**src/shared/irq_ctrl_pkg.sv**
```systemverilog
// Purpose: constants shared by the interrupt control block
// Assumes: 20 MHz clock, four clock phases per instruction cycle
// Notes: register offsets are byte addresses on a 32-bit APB bus
package irq_ctrl_pkg;
	// ****************************************
	// register map
	// ****************************************
	localparam logic [7:0] OFS_CTRL = 8'h00;
	localparam logic [7:0] OFS_PREQ = 8'h04;
	localparam logic [7:0] OFS_PEN = 8'h08;
	localparam logic [7:0] OFS_OPTION = 8'h0c;
	localparam logic [7:0] OFS_ANALOG = 8'h10;
	localparam logic [7:0] OFS_STATUS = 8'h14;
	// ****************************************
	// control register fields
	// ****************************************
	localparam int BIT_GLB_EN = 7;
	localparam int BIT_GRP_EN = 6;
	localparam int BIT_T0_EN = 5;
	localparam int BIT_EXT_EN = 4;
	localparam int BIT_PCH_EN = 3;
	localparam int BIT_T0_FLAG = 2;
	localparam int BIT_EXT_FLAG = 1;
	localparam int BIT_PCH_FLAG = 0;
	localparam logic [7:0] CTRL_RESET = 8'h00;
	// option register: bit 0 edge polarity; analog select: bit 0 ext pin
	localparam int BIT_POLARITY = 0;
	localparam int BIT_EXT_ANALOG = 0;
	localparam logic OPTION_RESET = 1'h1;
	localparam logic ANALOG_RESET = 1'h1;
	// status register fields
	localparam int BIT_ST_PENDING = 0;
	localparam int BIT_ST_COUNTING = 1;
	localparam int BIT_ST_PIN = 2;
	localparam int BIT_ST_WAKE_ARM = 3;
	// ****************************************
	// peripheral sources, order of request and enable bits
	// ****************************************
	localparam int N_PERIPH = 12;
	localparam logic [N_PERIPH-1:0] PERIPH_RESET = 12'h000;
	// 0 timer1, 1 timer2, 2 adc, 3 input uv, 4 input ov, 5 serial,
	// 6 bus collision, 7 desat, 8 gate drive uv, 9 cc1, 10 cc2, 11 overtemp
	// ****************************************
	// timing
	// ****************************************
	localparam int CLK_PERIOD_NS = 50;
	localparam int INSTR_CYCLE_NS = 200;
	localparam int CLKS_PER_INSTR = INSTR_CYCLE_NS / CLK_PERIOD_NS;
	localparam logic [1:0] Q1_PHASE = 2'h0;
	localparam logic [1:0] Q4_PHASE = 2'h3;
	localparam logic [1:0] LATENCY_INSTR = 2'h3;
	localparam int LATENCY_CLKS = 3 * CLKS_PER_INSTR;
	localparam logic [12:0] VECTOR_ADDR = 13'h0004;
	typedef enum logic [0:0] {ST_IDLE, ST_COUNT} take_state_e;
endpackage : irq_ctrl_pkg
```
**src/design/flag_bank.sv**
```systemverilog
// Purpose: bank of sticky event flags that software may overwrite
// Assumes: set and write come from the clock domain of clock
// Notes: a hardware set wins over a software clear in the same cycle
`timescale 1ns/1ps
`default_nettype none
module flag_bank #(
	parameter int WIDTH = 12
) (
	// clock and reset
	input wire logic clock,
	input wire logic sys_rst,
	// events and software write
	input wire logic [WIDTH-1:0] set_evt,
	input wire logic wr_en,
	input wire logic [WIDTH-1:0] wr_data,
	// flags
	output logic [WIDTH-1:0] flags_q
);
	genvar i;
	generate
		for (i = 0; i < WIDTH; i++) begin : g_flag
			logic flag_d;
			always_comb begin
				flag_d = set_evt[i] | (wr_en ? wr_data[i] : flags_q[i]);
			end
			always_ff @(posedge clock or posedge sys_rst) begin
				if (sys_rst) begin
					flags_q[i] <= 1'b0;
				end else begin
					flags_q[i] <= flag_d;
				end
			end
		end
	endgenerate
endmodule : flag_bank
`default_nettype wire

```
**src/design/mcu_interrupt_control.sv**
```systemverilog
// Purpose: interrupt collection, masking and core redirection
// Assumes: core gives a one-cycle pulse on return, a sleep level
// Notes: registers reached over APB, zero wait, one setup cycle
// ****************************************
// ****************************************
//
// The implementer's own choices: the address map and the APB interface to the registers.
`timescale 1ns/1ps
`default_nettype none
module mcu_interrupt_control
	import irq_ctrl_pkg::*;
(
	// clock and reset
	input wire logic clock,
	input wire logic sys_rst,
	// apb slave
	input wire logic psel,
	input wire logic penable,
	input wire logic pwrite,
	input wire logic [31:0] paddr,
	input wire logic [31:0] pwdata,
	output logic [31:0] prdata,
	output logic pready,
	output logic pslverr,
	// event sources
	input wire logic ext_irq_pin,
	input wire logic pin_change_irq,
	input wire logic timer0_overflow,
	input wire logic [N_PERIPH-1:0] periph_event,
	// core side
	input wire logic return_from_isr,
	input wire logic sleep_active,
	output logic irq_request,
	output logic vector_load,
	output logic push_return,
	output logic [12:0] vector_addr,
	output logic wake_up
);
	// ****************************************
	// apb slave
	// ****************************************
	logic setup_phase, wr_strobe, addr_hit;
	logic [31:0] rdata_d, prdata_q;
	logic pready_d, pready_q, pslverr_d, pslverr_q;
	logic wr_ctrl, wr_preq, wr_pen, wr_option, wr_analog;

	logic [7:0] ctrl_view;
	logic [N_PERIPH-1:0] preq_q, pen_q, pen_d;
	logic glb_en_q, glb_en_d, grp_en_q, grp_en_d;
	logic [2:0] src_en_q, src_en_d;
	logic [2:0] core_flags_q;
	logic polarity_q, polarity_d, analog_q, analog_d;
	logic pin_level, ext_edge;
	logic pending_any, counting;
	logic wake_arm_q, wake_arm_d, sleep_prev_q;

	assign setup_phase = psel & ~penable;
	assign wr_strobe = psel & penable & pready_q & pwrite;
	assign addr_hit = (paddr[7:0] == OFS_CTRL) || (paddr[7:0] == OFS_PREQ) ||
		(paddr[7:0] == OFS_PEN) || (paddr[7:0] == OFS_OPTION) ||
		(paddr[7:0] == OFS_ANALOG) || (paddr[7:0] == OFS_STATUS);
	assign wr_ctrl = wr_strobe && (paddr[7:0] == OFS_CTRL) && (paddr[31:8] == 24'h000000);
	assign wr_preq = wr_strobe && (paddr[7:0] == OFS_PREQ) && (paddr[31:8] == 24'h000000);
	assign wr_pen = wr_strobe && (paddr[7:0] == OFS_PEN) && (paddr[31:8] == 24'h000000);
	assign wr_option = wr_strobe && (paddr[7:0] == OFS_OPTION) && (paddr[31:8] == 24'h000000);
	assign wr_analog = wr_strobe && (paddr[7:0] == OFS_ANALOG) && (paddr[31:8] == 24'h000000);

	assign ctrl_view = {glb_en_q, grp_en_q, src_en_q, core_flags_q};

	always_comb begin
		rdata_d = prdata_q;
		pready_d = 1'b0;
		pslverr_d = 1'b0;
		if (setup_phase) begin
			pready_d = 1'b1;
			pslverr_d = ~addr_hit || (paddr[31:8] != 24'h000000);
			rdata_d = 32'h00000000;
			case (paddr[7:0])
				OFS_CTRL: rdata_d = {24'h000000, ctrl_view};
				OFS_PREQ: rdata_d = {20'h00000, preq_q};
				OFS_PEN: rdata_d = {20'h00000, pen_q};
				OFS_OPTION: rdata_d = {31'h00000000, polarity_q};
				OFS_ANALOG: rdata_d = {31'h00000000, analog_q};
				OFS_STATUS: rdata_d = {28'h0000000, wake_arm_q, pin_level, counting,
					pending_any};
				default: rdata_d = 32'h00000000;
			endcase
		end
	end

	always_ff @(posedge clock or posedge sys_rst) begin
		if (sys_rst) begin
			prdata_q <= 32'h00000000;
			pready_q <= 1'b0;
			pslverr_q <= 1'b0;
		end else begin
			prdata_q <= rdata_d;
			pready_q <= pready_d;
			pslverr_q <= pslverr_d;
		end
	end

	assign prdata = prdata_q;
	assign pready = pready_q;
	assign pslverr = pslverr_q;

	// ****************************************
	// sources and flags
	// ****************************************
	pin_edge_detect u_pin (
		.clock(clock),
		.sys_rst(sys_rst),
		.pin_raw(ext_irq_pin),
		.polarity(polarity_q),
		.analog_sel(analog_q),
		.pin_level(pin_level),
		.edge_seen(ext_edge)
	);

	// core flags: timer0, ext edge, pin change in control bits 2..0
	flag_bank #(.WIDTH(3)) u_core_flags (
		.clock(clock),
		.sys_rst(sys_rst),
		.set_evt({timer0_overflow, ext_edge, pin_change_irq}),
		.wr_en(wr_ctrl),
		.wr_data(pwdata[BIT_T0_FLAG:BIT_PCH_FLAG]),
		.flags_q(core_flags_q)
	);

	flag_bank #(.WIDTH(N_PERIPH)) u_periph_flags (
		.clock(clock),
		.sys_rst(sys_rst),
		.set_evt(periph_event),
		.wr_en(wr_preq),
		.wr_data(pwdata[N_PERIPH-1:0]),
		.flags_q(preq_q)
	);

	// ****************************************
	// enables and configuration
	// ****************************************
	logic take_fire;

	always_comb begin
		glb_en_d = glb_en_q;
		grp_en_d = grp_en_q;
		src_en_d = src_en_q;
		pen_d = wr_pen ? pwdata[N_PERIPH-1:0] : pen_q;
		polarity_d = wr_option ? pwdata[BIT_POLARITY] : polarity_q;
		analog_d = wr_analog ? pwdata[BIT_EXT_ANALOG] : analog_q;
		if (wr_ctrl) begin
			glb_en_d = pwdata[BIT_GLB_EN];
			grp_en_d = pwdata[BIT_GRP_EN];
			src_en_d = pwdata[BIT_T0_EN:BIT_PCH_EN];
		end
		if (take_fire) begin
			glb_en_d = 1'b0;
		end
		if (return_from_isr) begin
			glb_en_d = 1'b1;
		end
	end

	always_ff @(posedge clock or posedge sys_rst) begin
		if (sys_rst) begin
			glb_en_q <= CTRL_RESET[BIT_GLB_EN];
			grp_en_q <= CTRL_RESET[BIT_GRP_EN];
			src_en_q <= CTRL_RESET[BIT_T0_EN:BIT_PCH_EN];
			pen_q <= PERIPH_RESET;
			polarity_q <= OPTION_RESET;
			analog_q <= ANALOG_RESET;
		end else begin
			glb_en_q <= glb_en_d;
			grp_en_q <= grp_en_d;
			src_en_q <= src_en_d;
			pen_q <= pen_d;
			polarity_q <= polarity_d;
			analog_q <= analog_d;
		end
	end

	// group enable gates all peripheral sources
	assign pending_any = (|(core_flags_q & src_en_q)) | (grp_en_q & (|(preq_q & pen_q)));
	assign irq_request = glb_en_q & pending_any;

	// ****************************************
	// take sequence, phase aligned
	// ****************************************
	take_state_e state_q, state_d;
	logic [1:0] phase_q, phase_d, icyc_q, icyc_d;
	logic vector_q, vector_d;
	logic is_q1;

	assign is_q1 = (phase_q == Q1_PHASE);
	assign counting = (state_q == ST_COUNT);

	always_comb begin
		phase_d = phase_q + 2'h1;
		state_d = state_q;
		icyc_d = icyc_q;
		take_fire = 1'b0;
		case (state_q)
			ST_IDLE: begin
				// flags are looked at only at q1
				if (is_q1 && irq_request) begin
					state_d = ST_COUNT;
					icyc_d = 2'h1;
				end
			end
			ST_COUNT: begin
				if (!irq_request) begin
					// cleared enable drops the take, flag left pending
					state_d = ST_IDLE;
				end else if (is_q1) begin
					if (icyc_q == LATENCY_INSTR) begin
						take_fire = 1'b1;
						state_d = ST_IDLE;
					end else begin
						icyc_d = icyc_q + 2'h1;
					end
				end
			end
			default: state_d = ST_IDLE;
		endcase
		vector_d = take_fire;
	end

	always_ff @(posedge clock or posedge sys_rst) begin
		if (sys_rst) begin
			state_q <= ST_IDLE;
			phase_q <= Q4_PHASE;
			icyc_q <= 2'h0;
			vector_q <= 1'b0;
		end else begin
			state_q <= state_d;
			phase_q <= phase_d;
			icyc_q <= icyc_d;
			vector_q <= vector_d;
		end
	end

	assign vector_load = vector_q;
	assign push_return = vector_q;
	assign vector_addr = VECTOR_ADDR;

	// ****************************************
	// wake from sleep
	// ****************************************
	always_comb begin
		wake_arm_d = wake_arm_q;
		// enable state caught at sleep entry only
		if (sleep_active && !sleep_prev_q) begin
			wake_arm_d = src_en_q[BIT_EXT_EN - BIT_PCH_EN];
		end
	end

	always_ff @(posedge clock or posedge sys_rst) begin
		if (sys_rst) begin
			wake_arm_q <= 1'b0;
			sleep_prev_q <= 1'b0;
		end else begin
			wake_arm_q <= wake_arm_d;
			sleep_prev_q <= sleep_active;
		end
	end

	assign wake_up = sleep_active & sleep_prev_q & wake_arm_q & core_flags_q[BIT_EXT_FLAG];

	// ****************************************
	// checks
	// ****************************************
	logic [4:0] wait_clks_q;
	always_ff @(posedge clock or posedge sys_rst) begin
		if (sys_rst) begin
			wait_clks_q <= 5'h00;
		end else begin
			wait_clks_q <= counting ? wait_clks_q + 5'h01 : 5'h00;
		end
	end

	a_take_needs_en: assert property (@(posedge clock) disable iff (sys_rst)
		vector_load |-> $past(glb_en_q) && $past(pending_any))
		else $error("vector taken without enable and pending source");
	a_take_clears_en: assert property (@(posedge clock) disable iff (sys_rst)
		$rose(vector_load) && !$past(return_from_isr) |-> !glb_en_q)
		else $error("global enable still set after vector");
	a_vector_fixed: assert property (@(posedge clock) disable iff (sys_rst)
		vector_load |-> vector_addr == 13'h0004 && push_return)
		else $error("wrong vector or missing push");
	a_latency_exact: assert property (@(posedge clock) disable iff (sys_rst)
		vector_load |-> $past(wait_clks_q) == 5'(LATENCY_CLKS - 1))
		else $error("take latency not three instruction cycles");
	a_start_at_q1: assert property (@(posedge clock) disable iff (sys_rst)
		$rose(counting) |-> $past(phase_q) == Q1_PHASE)
		else $error("take sequence started outside q1");
	a_suppress_take: assert property (@(posedge clock) disable iff (sys_rst)
		counting && !glb_en_q |=> !vector_load ##1 !vector_load)
		else $error("vector taken after global enable cleared");
	a_return_sets_en: assert property (@(posedge clock) disable iff (sys_rst)
		return_from_isr |=> glb_en_q)
		else $error("return did not set global enable");
	a_ext_flag_set: assert property (@(posedge clock) disable iff (sys_rst)
		ext_edge |=> core_flags_q[BIT_EXT_FLAG])
		else $error("ext edge lost");
	a_periph_group: assert property (@(posedge clock) disable iff (sys_rst)
		!grp_en_q && !(|(core_flags_q & src_en_q)) |-> !pending_any)
		else $error("peripheral request passed closed group enable");
	a_analog_silent: assert property (@(posedge clock) disable iff (sys_rst)
		analog_q |-> !ext_edge && !pin_level)
		else $error("analog pin produced level or edge");
	a_wake_armed: assert property (@(posedge clock) disable iff (sys_rst)
		wake_up |-> wake_arm_q && core_flags_q[BIT_EXT_FLAG])
		else $error("wake without armed ext enable");
endmodule : mcu_interrupt_control
`default_nettype wire

```
**src/design/pin_edge_detect.sv**
```systemverilog
// Purpose: synchronise the external interrupt pin and find its active edge
// Assumes: pin is asynchronous to clock
// Notes: analog mode masks both the level and the edge
`timescale 1ns/1ps
`default_nettype none
module pin_edge_detect (
	// clock and reset
	input wire logic clock,
	input wire logic sys_rst,
	// pin and configuration
	input wire logic pin_raw,
	input wire logic polarity,
	input wire logic analog_sel,
	// results
	output logic pin_level,
	output logic edge_seen
);
	logic s1_q, s2_q, s3_q;
	logic s1_d, s2_d, s3_d;

	always_comb begin
		s1_d = pin_raw;
		s2_d = s1_q;
		s3_d = s2_q;
	end

	always_ff @(posedge clock or posedge sys_rst) begin
		if (sys_rst) begin
			s1_q <= 1'b0;
			s2_q <= 1'b0;
			s3_q <= 1'b0;
		end else begin
			s1_q <= s1_d;
			s2_q <= s2_d;
			s3_q <= s3_d;
		end
	end

	// analog pin reads zero and never interrupts
	assign pin_level = s2_q & ~analog_sel;
	// edge taken from the raw synced pair so leaving analog mode cannot fake an edge
	assign edge_seen = ~analog_sel & (polarity ? (s2_q & ~s3_q) : (~s2_q & s3_q));
endmodule : pin_edge_detect
`default_nettype wire

```
**config.mk**
```make
export PLATFORM = sky130hd
export DESIGN_NAME = mcu_interrupt_control
export DESIGN_NICKNAME = d
export VERILOG_FILES = /design/src/shared/irq_ctrl_pkg.sv /design/src/design/flag_bank.sv /design/src/design/mcu_interrupt_control.sv /design/src/design/pin_edge_detect.sv
export SDC_FILE = /design/constraint.sdc
export NUM_CORES = 1
export LEC_CHECK = 0
export BUFFER_PORTS_ARGS = -buffer_cell sky130_fd_sc_hd__buf_4
export CAP_MARGIN = 20
export CORE_MARGIN = 2
export CORE_UTILIZATION = 51
export CTS_CLUSTER_DIAMETER = 150
export DETAILED_ROUTE_END_ITERATION = 12
export GPL_TIMING_DRIVEN = 0
export MAX_ROUTING_LAYER = met4
export PLACE_DENSITY = 0.93
export SETUP_SLACK_MARGIN = 0.5
export SLEW_MARGIN = 20
export SYNTH_ARGS = -nofsm -noshare
export SYNTH_HDL_FRONTEND = slang
export SYNTH_SLANG_ARGS = --single-unit
```
**constraint.sdc**
```tcl
create_clock -name clock -period 3.65 [get_ports clock]
set_clock_uncertainty 0.05 [all_clocks]
set_input_delay 0.1825 -clock clock [delete_from_list [all_inputs] [get_ports clock]]
set_output_delay 0.1825 -clock clock [all_outputs]
set_load 0.01 [all_outputs]
```
# After elaboration in Yosys (flattened, before gate mapping)
# Cells that the tools add are included.
[word_totals]
reg_bits = 79
in_bits = 86
[op_classes]
n_addsub = 2
n_eq_ne = 10
n_mux = 36
bitwise_logic = 37
n_reduce_logical = 27
[op_table]
columns = ["op", "count"]
rows = [
  ["one-hot mux 12 bit (6 select lines)", 1],
  ["2-to-1 mux 1 bit", 29],
  ["logical NOT 24 bit", 1],
  ["nonzero test 24 bit", 1],
  ["== test 8 x 4 -> 1 bit (second input constant)", 2],
  ["== test 8 x 5 -> 1 bit (second input constant)", 2],
  ["OR 1 bit", 16],
  ["bitwise AND 1 bit", 13],
  ["bitwise AND 12 bit", 1],
  ["logical AND 1 bit", 12],
  ["OR reduction 12 bit", 1],
  ["== test 8 x 3 -> 1 bit (second input constant)", 1],
  ["logical NOT 8 bit", 1],
  ["2-to-1 mux 2 bit", 4],
  ["logical OR 1 bit", 6],
  ["!= test 2 bit (second input constant)", 3],
  ["inverter 1 bit", 6],
  ["adder 2 x 1 -> 2 bit (second input constant)", 2],
  ["one-hot mux 2 bit (2 select lines)", 1],
  ["AND reduction 4 bit", 1],
  ["bitwise AND 3 bit", 1],
  ["nonzero test 3 bit", 1],
  ["OR reduction 3 bit", 1],
  ["== test 2 bit (second input constant)", 1],
  ["other kinds (4)", 4],
]

# Depth between registers and ports, before layout
[logic_depth]
depth_word = 9
mapped_depth = 8
mapped_depth_nobuf = 5

# Cells and area by module
# A second synthesis with hierarchy kept.
[unflattened]
hier_cells = 289
area_unflattened_um2 = 3143.0
[by_module_without_submodules]
columns = ["module", "n_inst", "cells_per_inst", "area_per_inst_um2"]
rows = [
  ["mcu_interrupt_control", 1, 232, 2396.0],
  ["flag_bank at u_periph_flags", 1, 39, 516.7],
  ["flag_bank at u_core_flags", 1, 10, 123.9],
  ["pin_edge_detect", 1, 8, 106.4],
]

# Worst setup path after synthesis
# Ideal clock, no wire load.
[synth_timing]
kind = "in2reg"
startpoint = "input port paddr[1]"
endpoint = "register pen_q[0]"
setup_ns = 0.128
arrival_ns = 1.961
path_slack_ns = 1.511
path_stages = 7
n_path_buf = 2
cell_sequence = "or4_4 > buf_6 > nor3_2 > and2_1 > and2_1 > buf_4 > mux2_1"
[synth_via]
elab_chain_cells = 3
[synth_lines]
columns = ["item", "line_no", "source"]
rows = [
  ["start: declaration", "mcu_interrupt_control.sv:20", "input wire logic [31:0] paddr,"],
  ["== test 8 x 4 -> 1 bit", "mcu_interrupt_control.sv:64", "assign wr_pen = wr_strobe && (paddr[7:0] == OFS_PEN) && (paddr[31:8] == 24'h000000);"],
  ["logical AND 1 bit (2 in a row)", "mcu_interrupt_control.sv:64", ""],
  ["end signal: assignment", "mcu_interrupt_control.sv:176", "pen_q <= pen_d;"],
  ["end: declaration", "mcu_interrupt_control.sv:48", "logic [N_PERIPH-1:0] preq_q, pen_q, pen_d;"],
]
# Every way passes these cells.
# A chain may end at the register's enable or synchronous reset.

# Final worst setup path
[layout_timing]
startpoint = "input port paddr[1]"
endpoint = "register pen_q[8]"
# Same word-level chain as after synthesis.

==> impl_results.md <==
- Status: finished clean
- Post-synth top flop: dfrtp_1
- All-layer global routing usage: 0.252
- Crit path kind: in2reg
- Crit-path cells: buf_4, or4_4, buf_6, nor3_2, and2_1, and2_1, buf_4, mux2_1
- Area contributors post-synth: dfrtp_1, buf_4, mux2_1
- Syn Inst Count: 284
- DPL Wire Length: 5810 µm
- Routed wire length: 7930 µm
- Die H: 81.8 µm
- Rows: 28
- Clk sinks: 59
- CP Buf/Inv Count: 3
- Startpoint Class: primary input
- Switching pwr: 0.335 mW
- Via density: 5.31
- Slew Limit Fails: 0
- Hold path start: pwdata[11]
- EDFF count, synth: 0
- Vias: 2684
- CTS Root Cell: clkbuf_8
- Slowest stage delay, CP: 0.52 ns
- Clk buf depth: 2
- ANT cells: 0
- Cell Area, Synth: 0.00308 mm²
- Global-route wire length before repair: 11800 µm
- Wire per inst: 15.7 µm
- Cell family with most CP delay: simple AND/OR/NAND/NOR gates
- Worst-path clk slew: 0.06 ns
- Detail Route Antenna Nets: 0
- Mean Syn Cell Area: 10.9 µm²
- Setup TNS: 0 ns
- Seq/Total Area, Yosys: 0.481
- Routability cong.: 0.873
- Synth warn: 0
- Comb pwr share: 0.142
- DR iter-0 viols: 214
- Number of iterations in the first detailed-routing pass: 6
- Layout cells sized above 1: 0.351
- RSZ-0062 raised after global routing: false
- Setup repair bufs after CTS: 0
- Largest fanout on the critical path: 10
- Final Net Count: 514
- Pin count of the biggest net entering global routing: 60
- Power Total: 1.36 mW
- Worst Path Arrival: 2.38 ns
- Final hold vios: 0
- Crit share post-route: 0.607
- Top-count cell post-synth: dfrtp_1
- Multi-input logic area: 0.00137 mm²
- Synth top area share: 0.446
- FF-to-FF Start: pready
- Leakage power: 2.04 nW
- Sequential Power Share: 0.493
- Worst setup EP type: register
- Worst-Margin Slew: 0.703 ns
- Later-pin clock latency in the skew report: 0.34 ns
- VDD IR max: 0.277 mV
- IO Count: 137
- Post-synth top cells: dfrtp_1, buf_4, nor2_1
- Num CTS Buffers: 9
- Distinct cells, synth: 44
- Switching share of power: 0.246
- CP max stage cell: or4_4
- Async SR Flop Fraction: 1.00
- Max_cap viols: 0
- H-tree lvl count: 3
- Worst hold-check path type: in2reg
- Max Clock Freq: 0.451 GHz
- Pwr dens: 321 mW/mm²
- Power share of the clock group: 0.365
- Die X-Extent: 81.8 µm
- Final period demand of the worst path: 2.22 ns
- Post-route DRC: 0
- Synth area leader: dfrtp_1
- Slew headroom: 0.531
- Initial Util: 0.524
- # fillers: 416
- Buffers on Ports: 83
- Register area: 0.00148 mm²
- Critical Path RT: 3.82 ns
- Setup crit start: paddr[1]
- Total die area: 0.00668 mm²
- Core area: 0.00589 mm²
- Number of global-route vias before repair: 2514
- Antenna violations before repair: 0
- GR Overflow Total: 0
- Pint: 1.03 mW
- Final setup vio count: 0
- Area Overhead vs Synth: 37.8%
- CTS tree: done
- Synthesized flop and latch total: 59
==> path summary, 6_finish.rpt <==
path	end	slack (ns)	cells after the start
hold / removal	u_periph_flags.flags_q[11]	0.01	2
min in group asynchronous	icyc_q[1]	0.48	3
setup reg to reg	pen_q[8]	1.71	5
max in group asynchronous	u_periph_flags.flags_q[9]	2.60	3
hold reg to reg	u_pin.s2_q	0.30	0
setup / recovery	pen_q[8]	1.43	8
==> through the flow <==
| step | hold WS [ns] | worst slack, ns | util | instance area [µm²] | instances |
|---|---|---|---|---|---|
| 6_report | 0.0120 | 1.43 | 0.722 | 4250 | 505 |
| 3_3_place_gp | 0.244 | 1.12 | 0.665 | 3920 | 473 |
| 3_5_place_dp | 0.243 | 1.07 | 0.666 | 3920 | 473 |
| 5_1_grt | 0.00458 | 1.35 | 0.722 | 4250 | 505 |
| 4_1_cts | 0.00254 | 1.44 | 0.720 | 4240 | 504 |
| 2_1_floorplan | 0.164 | 1.51 | - | 3200 | 315 |
==> cell type report <==
class	count	share of cell area
multi-input combinational	205	0.323
timing repair buffer	100	0.187
clock inverter	3	0.00353
inverter	7	0.00677
sequential	59	0.349
tap	75	0.0221
clock buffer	12	0.0342
buffer	44	0.0754
==> kinds of logic after synthesis <==
logic type,after synthesis,share of synthesized area
compound gates,51,0.126
fa+ha+maj,2,0.00812
buf+inv,51,0.112
flops,59,0.481
mux,30,0.106
other cells,2,0.00244
simple gates,89,0.165
==> routing by layer <==
layer,part of all wire,GRT usage,vias to the layer above
met5,0,-,-
met3,0.11,0.0912,19
met2,0.50,0.411,150
li1,-,-,1249
met4,0.024,0.102,0
met1,0.36,0.281,1266
==> timing repair <==
item | CTS | global route
hold buffers | 16 | 1
gates resized for setup | 0 | 0
endpoints found under the setup margin | 0 | 0
endpoints found under the hold margin | 70 | 1
==> layout by cell type (no fill, tap or decap), drive strengths merged, types with 4 or more instances in the layout <==
| cell | Yosys | routed |
|---|---|---|
| clkbuf | 3 | 15 |
| a211o | 13 | 13 |
| buf | 41 | 124 |
| mux2i | 10 | 10 |
| dfstp | 4 | 4 |
| mux2 | 20 | 20 |
| nor4 | 8 | 8 |
| dlygate4sd3 | 0 | 17 |
| a221oi | 11 | 11 |
| nand2 | 16 | 16 |
| nor2 | 23 | 23 |
| dfrtp | 55 | 55 |
| conb | 2 | 33 |
| a21oi | 7 | 7 |
| inv | 6 | 6 |
| o21ai | 7 | 7 |
| clkinv | 1 | 4 |
| o31ai | 4 | 4 |
| nor2b | 16 | 16 |
| a22o | 5 | 5 |
| nor3 | 6 | 6 |
==> sequential cells by signal (all words and copies together), names as in the netlist, 2 cells and up <==
| name | cells |
|---|---|
| src_en_q | 3 |
| pen_q | 12 |
| phase_q | 2 |
| u_periph_flags.flags_q | 12 |
| u_core_flags.flags_q | 3 |
| icyc_q | 2 |
| prdata | 12 |
==> power groups by stage <==
stage / sequential [mW] / combinational (mW) / clock [mW]
2_1_floorplan: 0.688 / 0.0830 / 0
3_3_place_gp: 0.684 / 0.174 / 0
3_5_place_dp: 0.685 / 0.177 / 0
4_1_cts: 0.673 / 0.191 / 0.506
5_1_grt: 0.674 / 0.213 / 0.537
6_report: 0.673 / 0.193 / 0.498
Power figures use the tool's default switching activity.
